--- config.mk ---
export PLATFORM = sky130hd
export DESIGN_NAME = ambient_light_top
export DESIGN_NICKNAME = d
export VERILOG_FILES = /design/src/shared/als_pkg.sv /design/src/shared/meas_if.sv /design/src/verilog/photo_integrator.sv /design/src/verilog/ambient_light_top.sv
export SDC_FILE = /design/constraint.sdc
export NUM_CORES = 1
export LEC_CHECK = 0
export ABC_AREA = 1
export BUFFER_PORTS_ARGS = -buffer_cell sky130_fd_sc_hd__buf_2
export CAP_MARGIN = 20
export CORE_ASPECT_RATIO = 0.6
export CORE_MARGIN = 2
export CORE_UTILIZATION = 58
export CTS_CLUSTER_DIAMETER = 50
export CTS_CLUSTER_SIZE = 24
export DETAILED_ROUTE_END_ITERATION = 12
export PLACE_DENSITY = 0.8
export SLEW_MARGIN = 5
export SYNTH_ARGS = -nofsm -noshare
export SYNTH_HDL_FRONTEND = slang
export SYNTH_SLANG_ARGS = --single-unit
export TNS_END_PERCENT = 100
--- constraint.sdc ---
create_clock -name clk_sys -period 5.6 [get_ports clk_sys]
set_clock_uncertainty 0.15 [all_clocks]
set_input_delay 1.12 -clock clk_sys [delete_from_list [all_inputs] [get_ports clk_sys]]
set_output_delay 1.12 -clock clk_sys [all_outputs]
set_load 0.05 [all_outputs]
--- src/shared/als_pkg.sv ---
// Constants, types and opcodes shared by the ambient light command and readout design.
package als_pkg;
  localparam logic [7:0] OP_POWER_DOWN = 8'h00;
  localparam logic [7:0] OP_POWER_ON = 8'h01;
  localparam logic [7:0] OP_CLEAR = 8'h07;
  localparam logic [7:0] OP_CONT_FINE = 8'h10;
  localparam logic [7:0] OP_CONT_COARSE = 8'h13;
  localparam logic [7:0] OP_ONCE_FINE = 8'h20;
  localparam logic [7:0] OP_ONCE_COARSE = 8'h23;
  localparam int FIELD_HI_W = 3;
  localparam int FIELD_LO_W = 5;
  localparam logic [4:0] OP_FIELD_HI_PREFIX = 5'h08;
  localparam logic [2:0] OP_FIELD_LO_PREFIX = 3'h3;
  localparam logic [7:0] FIELD_RESET = 8'h45;
  localparam logic [15:0] RESULT_RESET = 16'h0000;
  localparam logic [15:0] COUNT_MAX = 16'hFFFF;
  localparam logic [15:0] COARSE_MASK = 16'hFFFC;
  localparam logic [6:0] ADDR_PIN_HIGH = 7'h5C;
  localparam logic [6:0] ADDR_PIN_LOW = 7'h23;
  localparam logic [3:0] BITS_PER_BYTE = 4'h8;
  localparam int CLK_PERIOD_NS = 25;
  localparam int NS_PER_MS = 1000000;
  localparam int FINE_TIME_MS = 120;
  localparam int COARSE_TIME_MS = 16;
  localparam int FINE_UNIT_CYCLES_DEF = FINE_TIME_MS * NS_PER_MS / CLK_PERIOD_NS / int'(FIELD_RESET);
  localparam int COARSE_UNIT_CYCLES_DEF = COARSE_TIME_MS * NS_PER_MS / CLK_PERIOD_NS / int'(FIELD_RESET);

  typedef enum logic [2:0] {
    BUS_IDLE = 3'b000,
    BUS_ADDR = 3'b001,
    BUS_AACK = 3'b010,
    BUS_WRITE = 3'b011,
    BUS_WACK = 3'b100,
    BUS_READ = 3'b101,
    BUS_RACK = 3'b110
  } bus_state_t;

  typedef enum logic [1:0] {
    PWR_DOWN = 2'b00,
    PWR_IDLE = 2'b01,
    PWR_CONT = 2'b10,
    PWR_ONCE = 2'b11
  } power_state_t;

  typedef enum logic [2:0] {
    CMD_NONE = 3'b000,
    CMD_DOWN = 3'b001,
    CMD_WAKE = 3'b010,
    CMD_CLEAR = 3'b011,
    CMD_MEASURE = 3'b100,
    CMD_FIELD_HI = 3'b101,
    CMD_FIELD_LO = 3'b110
  } cmd_t;
endpackage

--- src/shared/meas_if.sv ---
// Interface between the command interpreter and the integrating converter.
`timescale 1ns/1ps
interface meas_if;
  logic start;
  logic abort;
  logic fine;
  logic [7:0] field;
  logic done;
  logic [15:0] value;
  modport ctrl (output start, output abort, output fine, output field, input done, input value);
  modport sensor (input start, input abort, input fine, input field, output done, output value);
endinterface

--- src/verilog/photo_integrator.sv ---
// Integrating converter timing: counts field units and accumulates the light rate.
`timescale 1ns/1ps
module photo_integrator
  import als_pkg::*;
#(
  parameter int FINE_UNIT_CYCLES = FINE_UNIT_CYCLES_DEF,
  parameter int COARSE_UNIT_CYCLES = COARSE_UNIT_CYCLES_DEF
)
(
  input wire logic clk_sys,
  input wire logic rst_n,
  input wire logic [15:0] light_rate,
  meas_if.sensor m
);
  localparam logic [31:0] FINE_LAST = 32'(FINE_UNIT_CYCLES - 1);
  localparam logic [31:0] COARSE_LAST = 32'(COARSE_UNIT_CYCLES - 1);
  localparam logic [7:0] ONE_UNIT = 8'h01;

  typedef struct packed {
    logic busy;
    logic fine;
    logic [7:0] units;
    logic [31:0] cyc;
    logic [23:0] acc;
    logic done;
    logic [15:0] value;
  } integ_state_t;

  integ_state_t s;
  integ_state_t next_s;

  // Saturates the sum to sixteen bits and drops the two low bits in coarse mode.
  function automatic logic [15:0] to_count(input logic [23:0] acc, input logic fine);
    logic [15:0] sat;
    sat = (|acc[23:16]) ? COUNT_MAX : acc[15:0];
    to_count = fine ? sat : (sat & COARSE_MASK);
  endfunction

  // One field unit lasts a fixed number of cycles, so the whole time grows with the field.
  always_comb
  begin
    logic [23:0] sum;
    sum = s.acc + {8'h00, light_rate};
    next_s = s;
    next_s.done = 1'b0;
    if (m.abort)
    begin
      next_s.busy = 1'b0;
    end
    else if (m.start)
    begin
      next_s.busy = 1'b1;
      next_s.fine = m.fine;
      next_s.units = (m.field == 8'h00) ? ONE_UNIT : m.field;
      next_s.cyc = '0;
      next_s.acc = '0;
    end
    else if (s.busy)
    begin
      if (s.cyc == (s.fine ? FINE_LAST : COARSE_LAST))
      begin
        next_s.cyc = '0;
        next_s.acc = sum;
        next_s.units = s.units - ONE_UNIT;
        if (s.units == ONE_UNIT)
        begin
          next_s.busy = 1'b0;
          next_s.done = 1'b1;
          next_s.value = to_count(sum, s.fine);
        end
      end
      else
      begin
        next_s.cyc = s.cyc + 32'h1;
      end
    end
  end

  // Registers the converter state.
  always_ff @(posedge clk_sys or negedge rst_n)
  begin
    if (!rst_n)
    begin
      s <= '0;
    end
    else
    begin
      s <= next_s;
    end
  end

  assign m.done = s.done;
  assign m.value = s.value;
endmodule

--- src/verilog/ambient_light_top.sv ---
// Serial target, opcode interpreter and result readout of the ambient light sensor.
`timescale 1ns/1ps
module ambient_light_top
  import als_pkg::*;
#(
  parameter int FINE_UNIT_CYCLES = FINE_UNIT_CYCLES_DEF,
  parameter int COARSE_UNIT_CYCLES = COARSE_UNIT_CYCLES_DEF
)
(
  input wire logic clk_sys,
  input wire logic rst_n,
  input wire logic scl_in,
  input wire logic sda_in,
  output logic sda_out,
  output logic sda_oe_n,
  input wire logic addr_pin,
  input wire logic [15:0] light_rate,
  output logic powered_down,
  output logic measuring,
  output logic [7:0] integration_time_field,
  output logic [15:0] result_count
);
  typedef struct packed {
    logic scl_m;
    logic scl_s;
    logic scl_d;
    logic sda_m;
    logic sda_s;
    logic sda_d;
    logic addr_m;
    logic addr_s;
    bus_state_t bus;
    logic [3:0] bits;
    logic [7:0] shreg;
    logic [7:0] tx_lo;
    logic rw;
    logic lo_next;
    logic got_byte;
    logic rack_ok;
    logic sda_release;
    logic [7:0] op;
    logic op_pend;
    power_state_t power;
    logic fine;
    logic [7:0] field;
    logic [15:0] result;
    logic start;
    logic abort;
  } top_state_t;

  top_state_t s;
  top_state_t next_s;

  meas_if m ();

  // Sorts an opcode byte into one of the command classes.
  function automatic cmd_t decode_cmd(input logic [7:0] op);
    if (op == OP_POWER_DOWN)
    begin
      decode_cmd = CMD_DOWN;
    end
    else if (op == OP_POWER_ON)
    begin
      decode_cmd = CMD_WAKE;
    end
    else if (op == OP_CLEAR)
    begin
      decode_cmd = CMD_CLEAR;
    end
    else if (op == OP_CONT_FINE || op == OP_CONT_COARSE || op == OP_ONCE_FINE || op == OP_ONCE_COARSE)
    begin
      decode_cmd = CMD_MEASURE;
    end
    else if (op[7:FIELD_HI_W] == OP_FIELD_HI_PREFIX)
    begin
      decode_cmd = CMD_FIELD_HI;
    end
    else if (op[7:FIELD_LO_W] == OP_FIELD_LO_PREFIX)
    begin
      decode_cmd = CMD_FIELD_LO;
    end
    else
    begin
      decode_cmd = CMD_NONE;
    end
  endfunction

  // Serial bus engine, opcode execution and measurement sequencing.
  always_comb
  begin
    logic scl_rise;
    logic scl_fall;
    logic start_c;
    logic stop_c;
    logic [6:0] my_addr;
    scl_rise = s.scl_s && !s.scl_d;
    scl_fall = !s.scl_s && s.scl_d;
    start_c = s.scl_s && s.scl_d && s.sda_d && !s.sda_s;
    stop_c = s.scl_s && s.scl_d && !s.sda_d && s.sda_s;
    my_addr = s.addr_s ? ADDR_PIN_HIGH : ADDR_PIN_LOW;
    next_s = s;
    next_s.start = 1'b0;
    next_s.abort = 1'b0;

    // Two-stage synchronisers for the pins; the second stage and, for SCL and SDA, its one-cycle delayed copy are read below.
    next_s.scl_m = scl_in;
    next_s.scl_s = s.scl_m;
    next_s.scl_d = s.scl_s;
    next_s.sda_m = sda_in;
    next_s.sda_s = s.sda_m;
    next_s.sda_d = s.sda_s;
    next_s.addr_m = addr_pin;
    next_s.addr_s = s.addr_m;

    // Bus framing: start and stop override any bit in progress.
    if (start_c)
    begin
      next_s.bus = BUS_ADDR;
      next_s.bits = '0;
      next_s.got_byte = 1'b0;
      next_s.sda_release = 1'b1;
    end
    else if (stop_c)
    begin
      next_s.bus = BUS_IDLE;
      next_s.sda_release = 1'b1;
    end
    else if (scl_rise)
    begin
      case (s.bus)
        BUS_ADDR, BUS_WRITE:
        begin
          next_s.shreg = {s.shreg[6:0], s.sda_s};
          next_s.bits = s.bits + 4'h1;
        end
        BUS_READ:
        begin
          next_s.bits = s.bits + 4'h1;
        end
        BUS_RACK:
        begin
          next_s.rack_ok = !s.sda_s;
        end
        default:
        begin
        end
      endcase
    end
    else if (scl_fall)
    begin
      case (s.bus)
        BUS_ADDR:
        begin
          if (s.bits == BITS_PER_BYTE)
          begin
            if (s.shreg[7:1] == my_addr)
            begin
              next_s.bus = BUS_AACK;
              next_s.rw = s.shreg[0];
              next_s.sda_release = 1'b0;
            end
            else
            begin
              next_s.bus = BUS_IDLE;
            end
          end
        end
        BUS_AACK:
        begin
          next_s.bits = '0;
          if (s.rw)
          begin
            // The whole result is caught here so both bytes belong to one conversion.
            next_s.bus = BUS_READ;
            next_s.shreg = s.result[15:8];
            next_s.tx_lo = s.result[7:0];
            next_s.lo_next = 1'b1;
            next_s.sda_release = s.result[15];
          end
          else
          begin
            next_s.bus = BUS_WRITE;
            next_s.sda_release = 1'b1;
          end
        end
        BUS_WRITE:
        begin
          if (s.bits == BITS_PER_BYTE)
          begin
            if (!s.got_byte)
            begin
              next_s.bus = BUS_WACK;
              next_s.op = s.shreg;
              next_s.op_pend = 1'b1;
              next_s.got_byte = 1'b1;
              next_s.sda_release = 1'b0;
            end
            else
            begin
              next_s.bus = BUS_IDLE;
            end
          end
        end
        BUS_WACK:
        begin
          next_s.bus = BUS_WRITE;
          next_s.bits = '0;
          next_s.sda_release = 1'b1;
        end
        BUS_READ:
        begin
          if (s.bits == BITS_PER_BYTE)
          begin
            next_s.bus = BUS_RACK;
            next_s.sda_release = 1'b1;
          end
          else
          begin
            next_s.shreg = {s.shreg[6:0], 1'b0};
            next_s.sda_release = s.shreg[6];
          end
        end
        BUS_RACK:
        begin
          if (s.rack_ok && s.lo_next)
          begin
            next_s.bus = BUS_READ;
            next_s.bits = '0;
            next_s.shreg = s.tx_lo;
            next_s.lo_next = 1'b0;
            next_s.sda_release = s.tx_lo[7];
          end
          else
          begin
            next_s.bus = BUS_IDLE;
          end
        end
        default:
        begin
        end
      endcase
    end

    // An opcode takes effect at the stop that closes its write.
    if (stop_c && s.op_pend)
    begin
      next_s.op_pend = 1'b0;
      case (decode_cmd(s.op))
        CMD_DOWN:
        begin
          next_s.power = PWR_DOWN;
          next_s.abort = 1'b1;
        end
        CMD_WAKE:
        begin
          next_s.power = PWR_IDLE;
          next_s.abort = 1'b1;
        end
        CMD_CLEAR:
        begin
          if (s.power != PWR_DOWN)
          begin
            next_s.result = RESULT_RESET;
          end
        end
        CMD_MEASURE:
        begin
          // A measurement opcode is accepted straight from power down.
          next_s.power = (s.op == OP_ONCE_FINE || s.op == OP_ONCE_COARSE) ? PWR_ONCE : PWR_CONT;
          next_s.fine = (s.op == OP_CONT_FINE || s.op == OP_ONCE_FINE);
          next_s.start = 1'b1;
        end
        CMD_FIELD_HI:
        begin
          next_s.field[7:FIELD_LO_W] = s.op[FIELD_HI_W-1:0];
        end
        CMD_FIELD_LO:
        begin
          next_s.field[FIELD_LO_W-1:0] = s.op[FIELD_LO_W-1:0];
        end
        default:
        begin
          // Unknown opcodes were acknowledged and change nothing.
        end
      endcase
    end

    // A finished conversion is stored last and wins over a clear; one meeting a fresh start or abort is dropped.
    if (m.done && !s.abort && !s.start && !next_s.abort && !next_s.start)
    begin
      if (s.power == PWR_CONT)
      begin
        next_s.result = m.value;
        next_s.start = 1'b1;
      end
      else if (s.power == PWR_ONCE)
      begin
        next_s.result = m.value;
        next_s.power = PWR_DOWN;
      end
    end
  end

  // Registers all state; the reset pin holds it at reset values and powered down.
  always_ff @(posedge clk_sys or negedge rst_n)
  begin
    if (!rst_n)
    begin
      s <= '0;
      s.scl_m <= 1'b1;
      s.scl_s <= 1'b1;
      s.scl_d <= 1'b1;
      s.sda_m <= 1'b1;
      s.sda_s <= 1'b1;
      s.sda_d <= 1'b1;
      s.sda_release <= 1'b1;
      s.field <= FIELD_RESET;
      s.result <= RESULT_RESET;
    end
    else
    begin
      s <= next_s;
    end
  end

  // Measurement controls toward the converter.
  assign m.start = s.start;
  assign m.abort = s.abort;
  assign m.fine = s.fine;
  assign m.field = s.field;

  photo_integrator #(
    .FINE_UNIT_CYCLES(FINE_UNIT_CYCLES),
    .COARSE_UNIT_CYCLES(COARSE_UNIT_CYCLES)
  ) u_integrator (
    .clk_sys(clk_sys),
    .rst_n(rst_n),
    .light_rate(light_rate),
    .m(m)
  );

  // Open-drain data pin: the enable is low while the line is pulled low.
  assign sda_out = 1'b0;
  assign sda_oe_n = s.sda_release;
  assign powered_down = (s.power == PWR_DOWN);
  assign measuring = (s.power == PWR_CONT) || (s.power == PWR_ONCE);
  assign integration_time_field = s.field;
  assign result_count = s.result;
endmodule

==> results of run 1 <==
cells by family after synthesis:
logic type	after synthesis	synth area share (%)
xor gates and xnor gates	28	2.54
AOI/OAI and AO/OA	211	12.3
and+or+nand+nor	611	29.2
buffers and inverters	263	11.7
DFF	157	40.8
adders and majority gates	26	3.45
other	1	0.0388
synth_stat cells, drive strengths merged:
library cell / count / share of area [%]
nor2: 139 / 6.3
nor4: 13 / 1.2
ha: 25 / 3.2
a211oi: 1 / 0.078
nor3: 25 / 1.6
dfrtp: 147 / 38
clkinv: 1 / 0.039
nor3b: 2 / 0.16
a32oi: 1 / 0.091
nand3b: 4 / 0.31
inv: 211 / 8.2
o2111ai: 2 / 0.18
nand4: 22 / 1.5
or2: 1 / 0.065
dfstp: 10 / 2.7
o22ai: 31 / 2.0
buf: 41 / 3.1
xnor2: 4 / 0.36
a22oi: 1 / 0.078
a21o: 1 / 0.078
clkbuf: 10 / 0.39
and3: 1 / 0.065
a21oi: 24 / 1.2
a22o: 13 / 1.2
o31ai: 3 / 0.23
conb: 1 / 0.039
o21ai: 128 / 6.6
nand2: 330 / 13
fa: 1 / 0.21
a32o: 1 / 0.10
xor2: 24 / 2.2
a31oi: 4 / 0.26
o41ai: 1 / 0.091
nand3: 73 / 4.6
and2: 1 / 0.065
metrics by stage:
stage / instance area [sq um] / utilization (%)
finish: 10500 / 64.6
global route: 10500 / 64.6
CTS: 10500 / 64.6
detailed placement: 9880 / 60.8
global placement: 9880 / 60.8
floorplan: 9660 / -
critical path, delay by kind of cell:
kind	cells	cell delay (ps)
adders and majority gates	2	590
buffers and inverters	3	280
and+or+nand+nor	13	1420
routing by layer:
metal | GRT usage (%) | share of wire [%] | routed length, um
met1 | 45.4 | 51 | 12300
met2 | 39.2 | 40 | 9740
met3 | 6.93 | 8.1 | 1970
met4 | 5.37 | 0.87 | 210
met5 | 0 | 0 | 0
worst paths after layout:
check	start	end	slack, ps	cells after the start
hold reg to reg	next_s[66]	s[66]	210	0
hold / removal	next_s[66]	s[66]	210	0
setup / recovery	light_rate[0]	u_integrator.m.value[0]	2380	18
max in group asynchronous	rst_n	u_integrator.s[78]	3660	2
setup reg to reg	next_s[71]	s[27]	2660	9
min in group asynchronous	rst_n	u_integrator.s[27]	560	1
registers in the layout, indices dropped and copies added, names as in the netlist:
signal                  flops
u_integrator.s             66
s                          41
result_count               16
u_integrator.m.value       16
integration_time_field      8
next_s                      5
m.abort                     1
m.fine                      1
m.start                     1
sda_oe_n                    1
u_integrator.m.done         1
area by class of cell:
| class | instances | area [sq um] |
|---|---|---|
| Sequential cell | 157 | 3940 |
| Inverter | 212 | 796 |
| Tap cell | 228 | 285 |
| Clock inverter | 9 | 133 |
| Multi-Input combinational cell | 877 | 4590 |
| Timing Repair Buffer | 51 | 272 |
| Fill cell | 1409 | 5760 |
| Clock buffer | 23 | 488 |
power by group through the flow:
| stage | Sequential [W] | Clock, W | Combinational (W) |
|---|---|---|---|
| after floorplan | 0.00118 | 0 | 0.0000674 |
| after global placement | 0.00118 | 0 | 0.000127 |
| after detailed placement | 0.00118 | 0 | 0.000127 |
| after CTS | 0.00115 | 0.00124 | 0.000128 |
| after global routing | 0.00116 | 0.00129 | 0.000145 |
| final | 0.00115 | 0.00123 | 0.000128 |
==> flow_metrics.tcl, run 1 <==
set metrics [dict create \
    total_power_w 0.00252 \
    clockRootBuffer "clkbuf_16" \
    pwr-share-comb_pct 5.1 \
    holdBufCountCts 0 \
    fin_crit_sh_pct 57.5 \
    clk_path_buf_depth 2 \
    rows 36 \
    end_kind "register" \
    worst_pin_slew_ps 893 \
    p_int_w 0.00193 \
    cp_slowest_cell "fa_1" \
    core_area_sq_um 16300 \
    place_inst 1525 \
    synth_cells 1297 \
    cts.clk_slew.worst_paths_ps 70 \
    grt_max_degree 79 \
    via_per_inst 5.51 \
    synth_area_sq_um 9660 \
    grt_antenna_before_repair 0 \
    grt_pass1_wl_mm 40.0 \
    drive_gt1_share_pct 12.2 \
    power_density_nw_per_um2 240 \
    peakVddDrop_mv 0.213 \
    max_freq_mhz 310 \
    synth_cell_types 52 \
    clock_latency_ps 430 \
    io_pins 49 \
    vias 8575 \
    n_antenna_cell 0 \
    setup_tns_ps 0 \
    hold_slack_ps 205 \
    slowest_delay_ps 430 \
    mostFrequentLayoutCell "nand2_1" \
    drc_errors 0 \
    critPathArrivalTime_ps 3390 \
    dp_hpwl_mm 17.8 \
    syn_avg_cell_area_sq_um 7.44 \
    io_buffer_count 47 \
    slew_headroom_pct 40.0 \
    cts_sinks 157 \
    grt_pass1_vias 7930 \
    grt_overflow_total 0 \
    die_w_um 171 \
    worstPathRequired_ps 5770 \
    cap_violations 0 \
    drt_iter0_markers 941 \
    hp-class "reg2reg" \
    htree_levels 4 \
    postCtsResizedCells 0 \
    path_common_cell "nand2_1" \
    grt_usage_pct 28.5 \
    rsz0062_at_grt "false" \
    fin_cells 1557 \
    post-place-ws_ps 1990 \
    ant_nets 0 \
    period_needed_ps 3220 \
    die_area_sq_um 17700 \
    finalWirelength_mm 24.2 \
    syn_nets 1344 \
    cp_max_fo 16 \
    yosys_warnings 0 \
    synth-seq-cells 157 \
    p_leak_nw 5.27 \
    hold_violations 0 \
    die_h_um 104 \
    post_cts_buffers 0 \
    fin_ws_ps 2380 \
    fin_nets 1363 \
    initial_core_util_pct 59.4 \
    worstPathCellList "buf_2 -> ha_1 -> inv_1 -> fa_1 -> inv_1 -> nand3_1 -> nand3_1 -> nand2_1 -> nand2_1 -> nand2_1 -> nand2_2 -> nand2_1 -> nand2_2 -> nand3_4 -> nor2_8 -> nand3_1 -> nand2_1 -> nand2_1" \
    layout_common_cells "nand2_1 (314), inv_1 (198), dfrtp_1 (147), nor2_1 (121), o21ai_0 (105)" \
    power.share.sequential_pct 45.9 \
    ys_seq_area_share_pct 40.8 \
    drtPass1Iterations 5 \
    p_switching_w 0.000585 \
    status "complete, no violations" \
    setup_viol 0 \
    sw_frac_of_total_pct 23.3 \
    areaGrowthSynthToFinish_pct 8.76 \
    drv_slew 0 \
    wl_per_cell_um 15.6 \
    gp_congestion 1.01 \
    pwr-share-clk_pct 49.0 \
    cts_buffers 17 \
    crit_type "in2reg" \
    cp-start-kind "input port" \
    cts_tree "done" \
]
Note: power is estimated with default switching activity, not from simulation.
==> inputs of run 2 (changes only) <==
CORE_UTILIZATION = 56   (was 58)
PLACE_DENSITY = 0.81   (was 0.8)
clock period = 2.7 ns   (was 5.6 ns; I/O delays follow)
==> run 2 against run 1 <==
  * Final cell count rose by 2.3%
  * Sequential share of layout area fell by 0.96 points
  * Combinational power rose by 120%
  * Utilization fell by 1.2 points
  * Sequential power rose by 110%
  * Via count rose by 1.5%
  * Wire length rose by 2.0%
  * First-iteration DRC count fell by 8.4%
  * Flip-flop and latch count did not move
  * Largest power group is now registers
  * Highest routed layer unchanged
==> flow_metrics.tcl, run 2 (synthesized netlist as in run 1, its figures left out) <==
set metrics [dict create \
    drtPass1Iterations 6 \
    multiInputGateArea_sq_um 4610 \
    hp-class "in2reg" \
    die_area_sq_um 18300 \
    die_h_um 106 \
    cp_max_fo 7 \
    hold_violations 0 \
    areaGrowthSynthToFinish_pct 11.6 \
    worstPathRequired_ps 2880 \
    fin_nets 1393 \
    slew_headroom_pct 48.4 \
    finalWirelength_mm 24.7 \
    setup_viol 0 \
    grt_pass1_vias 8070 \
    max_freq_mhz 391 \
    p_leak_nw 5.42 \
    fin_crit_sh_pct 94.7 \
    core_area_sq_um 17000 \
    peakVddDrop_mv 0.460 \
    placed_area_sq_um 10200 \
    n_antenna_cell 0 \
    vias 8704 \
    drt_iter0_markers 862 \
    grt_antenna_before_repair 0 \
    die_w_um 174 \
    grt_usage_pct 28.0 \
    reg.largest.list "u_integrator.s: 66 flops, s: 41 flops" \
    largest_register "u_integrator.s" \
    post-place-ws_ps -170 \
    utilization_pct 63.4 \
    status "complete, no violations" \
    end_kind "register" \
    grt_pass1_wl_mm 40.9 \
    fin_ws_ps 142 \
    crit_type "reg2reg" \
    mostFrequentLayoutCell "nand2_1" \
    worst_pin_slew_ps 767 \
    regArea_sq_um 3940 \
    power_density_nw_per_um2 469 \
    cts_sinks 157 \
    wl_per_cell_um 15.5 \
    cp-start-kind "register" \
    grt_overflow_total 0 \
    cts_buffers 17 \
    critPathArrivalTime_ps 2740 \
    fill_cells 1457 \
    gp_congestion 0.987 \
    grt_max_degree 43 \
    cap_violations 0 \
    initial_core_util_pct 56.8 \
    drive_gt1_share_pct 14.6 \
    worstPathCellList "ha_2 -> inv_1 -> fa_2 -> inv_1 -> nand3_1 -> nand3_1 -> nand2_1 -> nand2_2 -> nand2_2 -> nand2_2 -> nand3_1 -> nand2_1 -> nand2_2 -> nor2_8 -> clkbuf_16 -> nand3_1 -> nand2_1 -> inv_1" \
    slowest_delay_ps 370 \
    cp_slowest_cell "fa_2" \
    final_design_area_no_fill_sq_um 10800 \
    via_per_inst 5.46 \
    hold_slack_ps 50.8 \
    dp_hpwl_mm 18.2 \
    htree_levels 4 \
    io_pins 49 \
    period_needed_ps 2560 \
    io_buffer_count 47 \
    clock_latency_ps 440 \
    rows 37 \
    cts.clk_slew.worst_paths_ps 80 \
    cts_tree "done" \
    ant_nets 0 \
    clk_path_buf_depth 2 \
    layout_common_cells "nand2_1 (312), inv_1 (198), dfrtp_1 (147), nor2_1 (121), o21ai_0 (105)" \
    largest_reg_flops 66 \
    drc_errors 0 \
    drv_slew 0 \
    clockRootBuffer "clkbuf_16" \
]
-- run 2: cell count changes in the layout (fill, tap and decap cells not counted), sizes merged --
cell and delta:
buf +28, bufinv -2, clkbuf -4, dlygate4sd3 +1, inv +7
-- run 2: report_power, final --
group          internal [W]  switching (W)
logic             0.0000851       0.000200
registers           0.00238      0.0000183
clock network       0.00129        0.00109
total               0.00375        0.00131
-- run 2: final timing paths --
check,slack [ps],cells after the start,endpoint,startpoint
min in group asynchronous,440,2,u_integrator.s[26],rst_n
max,140,18,u_integrator.m.value[15],u_integrator.s[17]
min reg2reg,200,0,s[66],next_s[66]
max in group asynchronous,1250,3,s[71],rst_n
max reg2reg,140,18,u_integrator.m.value[15],u_integrator.s[17]
min,50,1,next_s[66],addr_pin
-- run 2: layout make-up --
cell class              count  area share (%)
clock inverters            14            1.21
multi-input cells         877            42.8
clock buffers              18            3.98
inverters                 212            7.38
well taps                 234            2.72
repair buffers             81            5.38
flip-flops and latches    157            36.6
-- run 2: what timing repair did --
| action | 4_1_cts | 5_1_grt |
|---|---|---|
| gates resized for setup | 0 | 7 |
| endpoints found under the setup margin | 0 | 16 |
| setup buffers | 0 | 1 |
| hold endpoints to repair | 36 | 0 |
| hold buffers | 1 | 0 |
-- run 2: metrics by stage --
step           std cells  TNS [ps]  total power (W)
2_1_floorplan       1297         0          0.00259
3_3_place_gp        1558     -1660          0.00272
3_5_place_dp        1558     -2490          0.00272
4_1_cts             1591         0          0.00507
5_1_grt             1593     -52.2          0.00521
6_report            1593         0          0.00506
-- run 2: worst max-delay path: cells and delay by family (launching register included) --
family	cells	cell delay, ps
adder cells (fa/ha/maj)	2	550
buffers and inverters	4	360
flip-flops	1	360
AND/OR/NAND/NOR	12	1020
-- run 2: layer usage --
| metal | global-route usage [%] | wire (um) | up-vias |
|---|---|---|---|
| met5 | 0 | 0 | - |
| met1 | 43.6 | 12200 | 4065 |
| li1 | - | - | 4250 |
| met2 | 38.4 | 10000 | 350 |
| met3 | 7.25 | 2200 | 39 |
| met4 | 6.42 | 303 | 0 |
==> inputs of run 3 (changes only) <==
RECOVER_POWER = 100   (was unset)
==> run 3 against run 2 <==
  * Via count fell by 0.25%
  * Register-to-register slack barely moved
  * Highest routed layer unchanged
  * Largest cell class unchanged
  * Sequential share of layout area rose by 0.38 points
  * Non-clock buffer count did not move
  * Power fell by 0.15%
  * Critical path depth did not move
  * Final cell count did not move
  * Die area did not move
  * Critical path type unchanged
  * First-iteration DRC count fell by 0.23%
  * Clock power barely moved
==> flow_metrics.tcl, run 3 (synthesized netlist as in run 1, its figures left out) <==
set metrics [dict create \
    status "complete, no violations" \
    crit_family "simple AND/OR/NAND/NOR gates" \
    period_needed_ps 2560 \
    pwr-share-clk_pct 47.1 \
    vias 8682 \
    gp_congestion 0.987 \
    drc_errors 0 \
    regToRegSetupSlack_ps 140 \
    end_kind "register" \
    worst_r2r_path_depth 18 \
    place_inst 1558 \
    drive_gt1_share_pct 11.3 \
    cap_violations 0 \
    cp_max_fo 7 \
    drt_iter0_markers 860 \
    via_per_inst 5.45 \
    wl_per_cell_um 15.5 \
    grt_max_degree 43 \
    n_antenna_cell 0 \
    cts_buffers 17 \
    post-place-ws_ps -170 \
    die_h_um 106 \
    die_w_um 174 \
    core_area_sq_um 17000 \
    ant_nets 0 \
    worstPathRequired_ps 2880 \
    die_area_sq_um 18300 \
    mostFrequentLayoutCell "nand2_1" \
    clock_latency_ps 440 \
    grt_pass1_wl_mm 40.9 \
    finalWirelength_mm 24.7 \
    fill_cells 1487 \
    drv_slew 0 \
    peakVddDrop_mv 0.456 \
    hold_slack_ps 52.9 \
    grt_overflow_total 0 \
    fin_crit_sh_pct 94.6 \
    rows 37 \
    slowest_delay_ps 360 \
    whs_endpoint "next_s[66]" \
    clk_path_buf_depth 2 \
    cts.clk_slew.worst_paths_ps 70 \
    cp_slowest_cell "dfrtp_1" \
    dp_hpwl_mm 18.2 \
    largest_reg_flops 66 \
    htree_levels 4 \
    clockRootBuffer "clkbuf_16" \
    fin_cells 1593 \
    setup_viol 0 \
    r2r_start "u_integrator.s[17]" \
    reg.largest.list "u_integrator.s: 66 flops, s: 41 flops" \
    critPathArrivalTime_ps 2730 \
    grt_pass1_vias 8070 \
    layout_common_cells "nand2_1 (314), inv_1 (201), dfrtp_1 (147), nor2_1 (125), o21ai_0 (116)" \
    crit_type "reg2reg" \
    slew_headroom_pct 25.4 \
    grt_antenna_before_repair 0 \
    fin_ws_ps 145 \
    power_density_nw_per_um2 474 \
    io_pins 49 \
    worst_pin_slew_ps 1120 \
    worstPathCellList "ha_2 -> inv_1 -> fa_2 -> inv_1 -> nand3_1 -> nand3_1 -> nand2_1 -> nand2_2 -> nand2_2 -> nand2_2 -> nand3_1 -> nand2_1 -> nand2_2 -> nor2_8 -> clkbuf_16 -> nand3_1 -> nand2_1 -> inv_1" \
    grt_usage_pct 28.0 \
    max_freq_mhz 391 \
    drtPass1Iterations 6 \
    p_leak_nw 5.30 \
    hp-class "in2reg" \
    r2r-end "u_integrator.m.value[15]" \
    io_buffer_count 47 \
    worst-path-buf-inv 4 \
    fin_nets 1393 \
    p_int_w 0.00374 \
    hold_violations 0 \
    largest_register "u_integrator.s" \
    sw_frac_of_total_pct 25.9 \
    utilization_pct 62.8 \
    cts_sinks 157 \
    hp-start "addr_pin" \
    cts_tree "done" \
    initial_core_util_pct 56.8 \
    areaGrowthSynthToFinish_pct 10.5 \
    cp-start-kind "register" \
    p_switching_w 0.00131 \
    power.share.sequential_pct 47.4 \
    pwr-share-comb_pct 5.5 \
    whs_path_depth 1 \
]
[run 3: final cells by class]
type,count,area [sq um],share of cell area (%)
Multi-Input combinational cell,877,4560,42.8
Clock buffer,18,429,4.02
Clock inverter,14,130,1.22
Tap cell,234,293,2.74
Inverter,212,796,7.46
Sequential cell,157,3940,37.0
Timing Repair Buffer,81,514,4.82
[run 3: repair_timing]
item	in CTS	in global routing
endpoints found under the setup margin	0	16
buffers inserted	0	1
hold buffers	1	0
resized for setup	0	7
endpoints found under the hold margin	36	0
[run 3: metrics by stage]
step	cell area (sq um)	total power (W)	TNS [ps]
global placement	10200	0.00272	-1660
CTS	10700	0.00507	0
floorplan	9660	0.00259	0
finish	10700	0.00505	0
global route	10700	0.00520	-82.0
detailed placement	10200	0.00272	-2490
[run 3: worst max-delay path by stage]
| stage | from | endpoint | slack [ps] | cells past startpoint |
|---|---|---|---|---|
| 2_1_floorplan | light_rate[0] | u_integrator.m.value[14] | 90 | 18 |
| 3_3_place_gp | light_rate[0] | u_integrator.m.value[15] | -120 | 19 |
| 3_5_place_dp | light_rate[0] | u_integrator.m.value[14] | -170 | 19 |
| 4_1_cts | u_integrator.s[17] | u_integrator.m.value[15] | 70 | 18 |
| 5_1_grt | u_integrator.s[17] | u_integrator.m.value[8] | -20 | 18 |
| 6_report | u_integrator.s[17] | u_integrator.m.value[15] | 140 | 18 |
[run 3: metal layers]
metal / global-route usage, % / vias to the layer above / part of all wire [%]
li1: - / 4249 / -
met1: 43.6 / 4052 / 49
met2: 38.4 / 351 / 41
met3: 7.25 / 30 / 9.2
met4: 6.42 / 0 / 1.0
met5: 0 / - / 0
[run 3: power groups by stage]
stage                     logic (W)  registers, W  clock network, W
after floorplan            0.000140       0.00245                 0
after global placement     0.000279       0.00244                 0
after detailed placement   0.000281       0.00244                 0
after CTS                  0.000283       0.00239           0.00240
after global routing       0.000313       0.00240           0.00249
final                      0.000279       0.00240           0.00238
[run 3: worst register-to-register path, stage by stage, from the launching register on]
cell and delay (ps):
dfrtp_1 360, ha_2 180, inv_1 50, fa_2 360
inv_1 90, nand3_1 70, nand3_1 110, nand2_1 70
nand2_2 90, nand2_2 70, nand2_2 80, nand3_1 70
nand2_1 100, nand2_2 100, nor2_8 140, clkbuf_16 180
nand3_1 70, nand2_1 60, inv_1 40
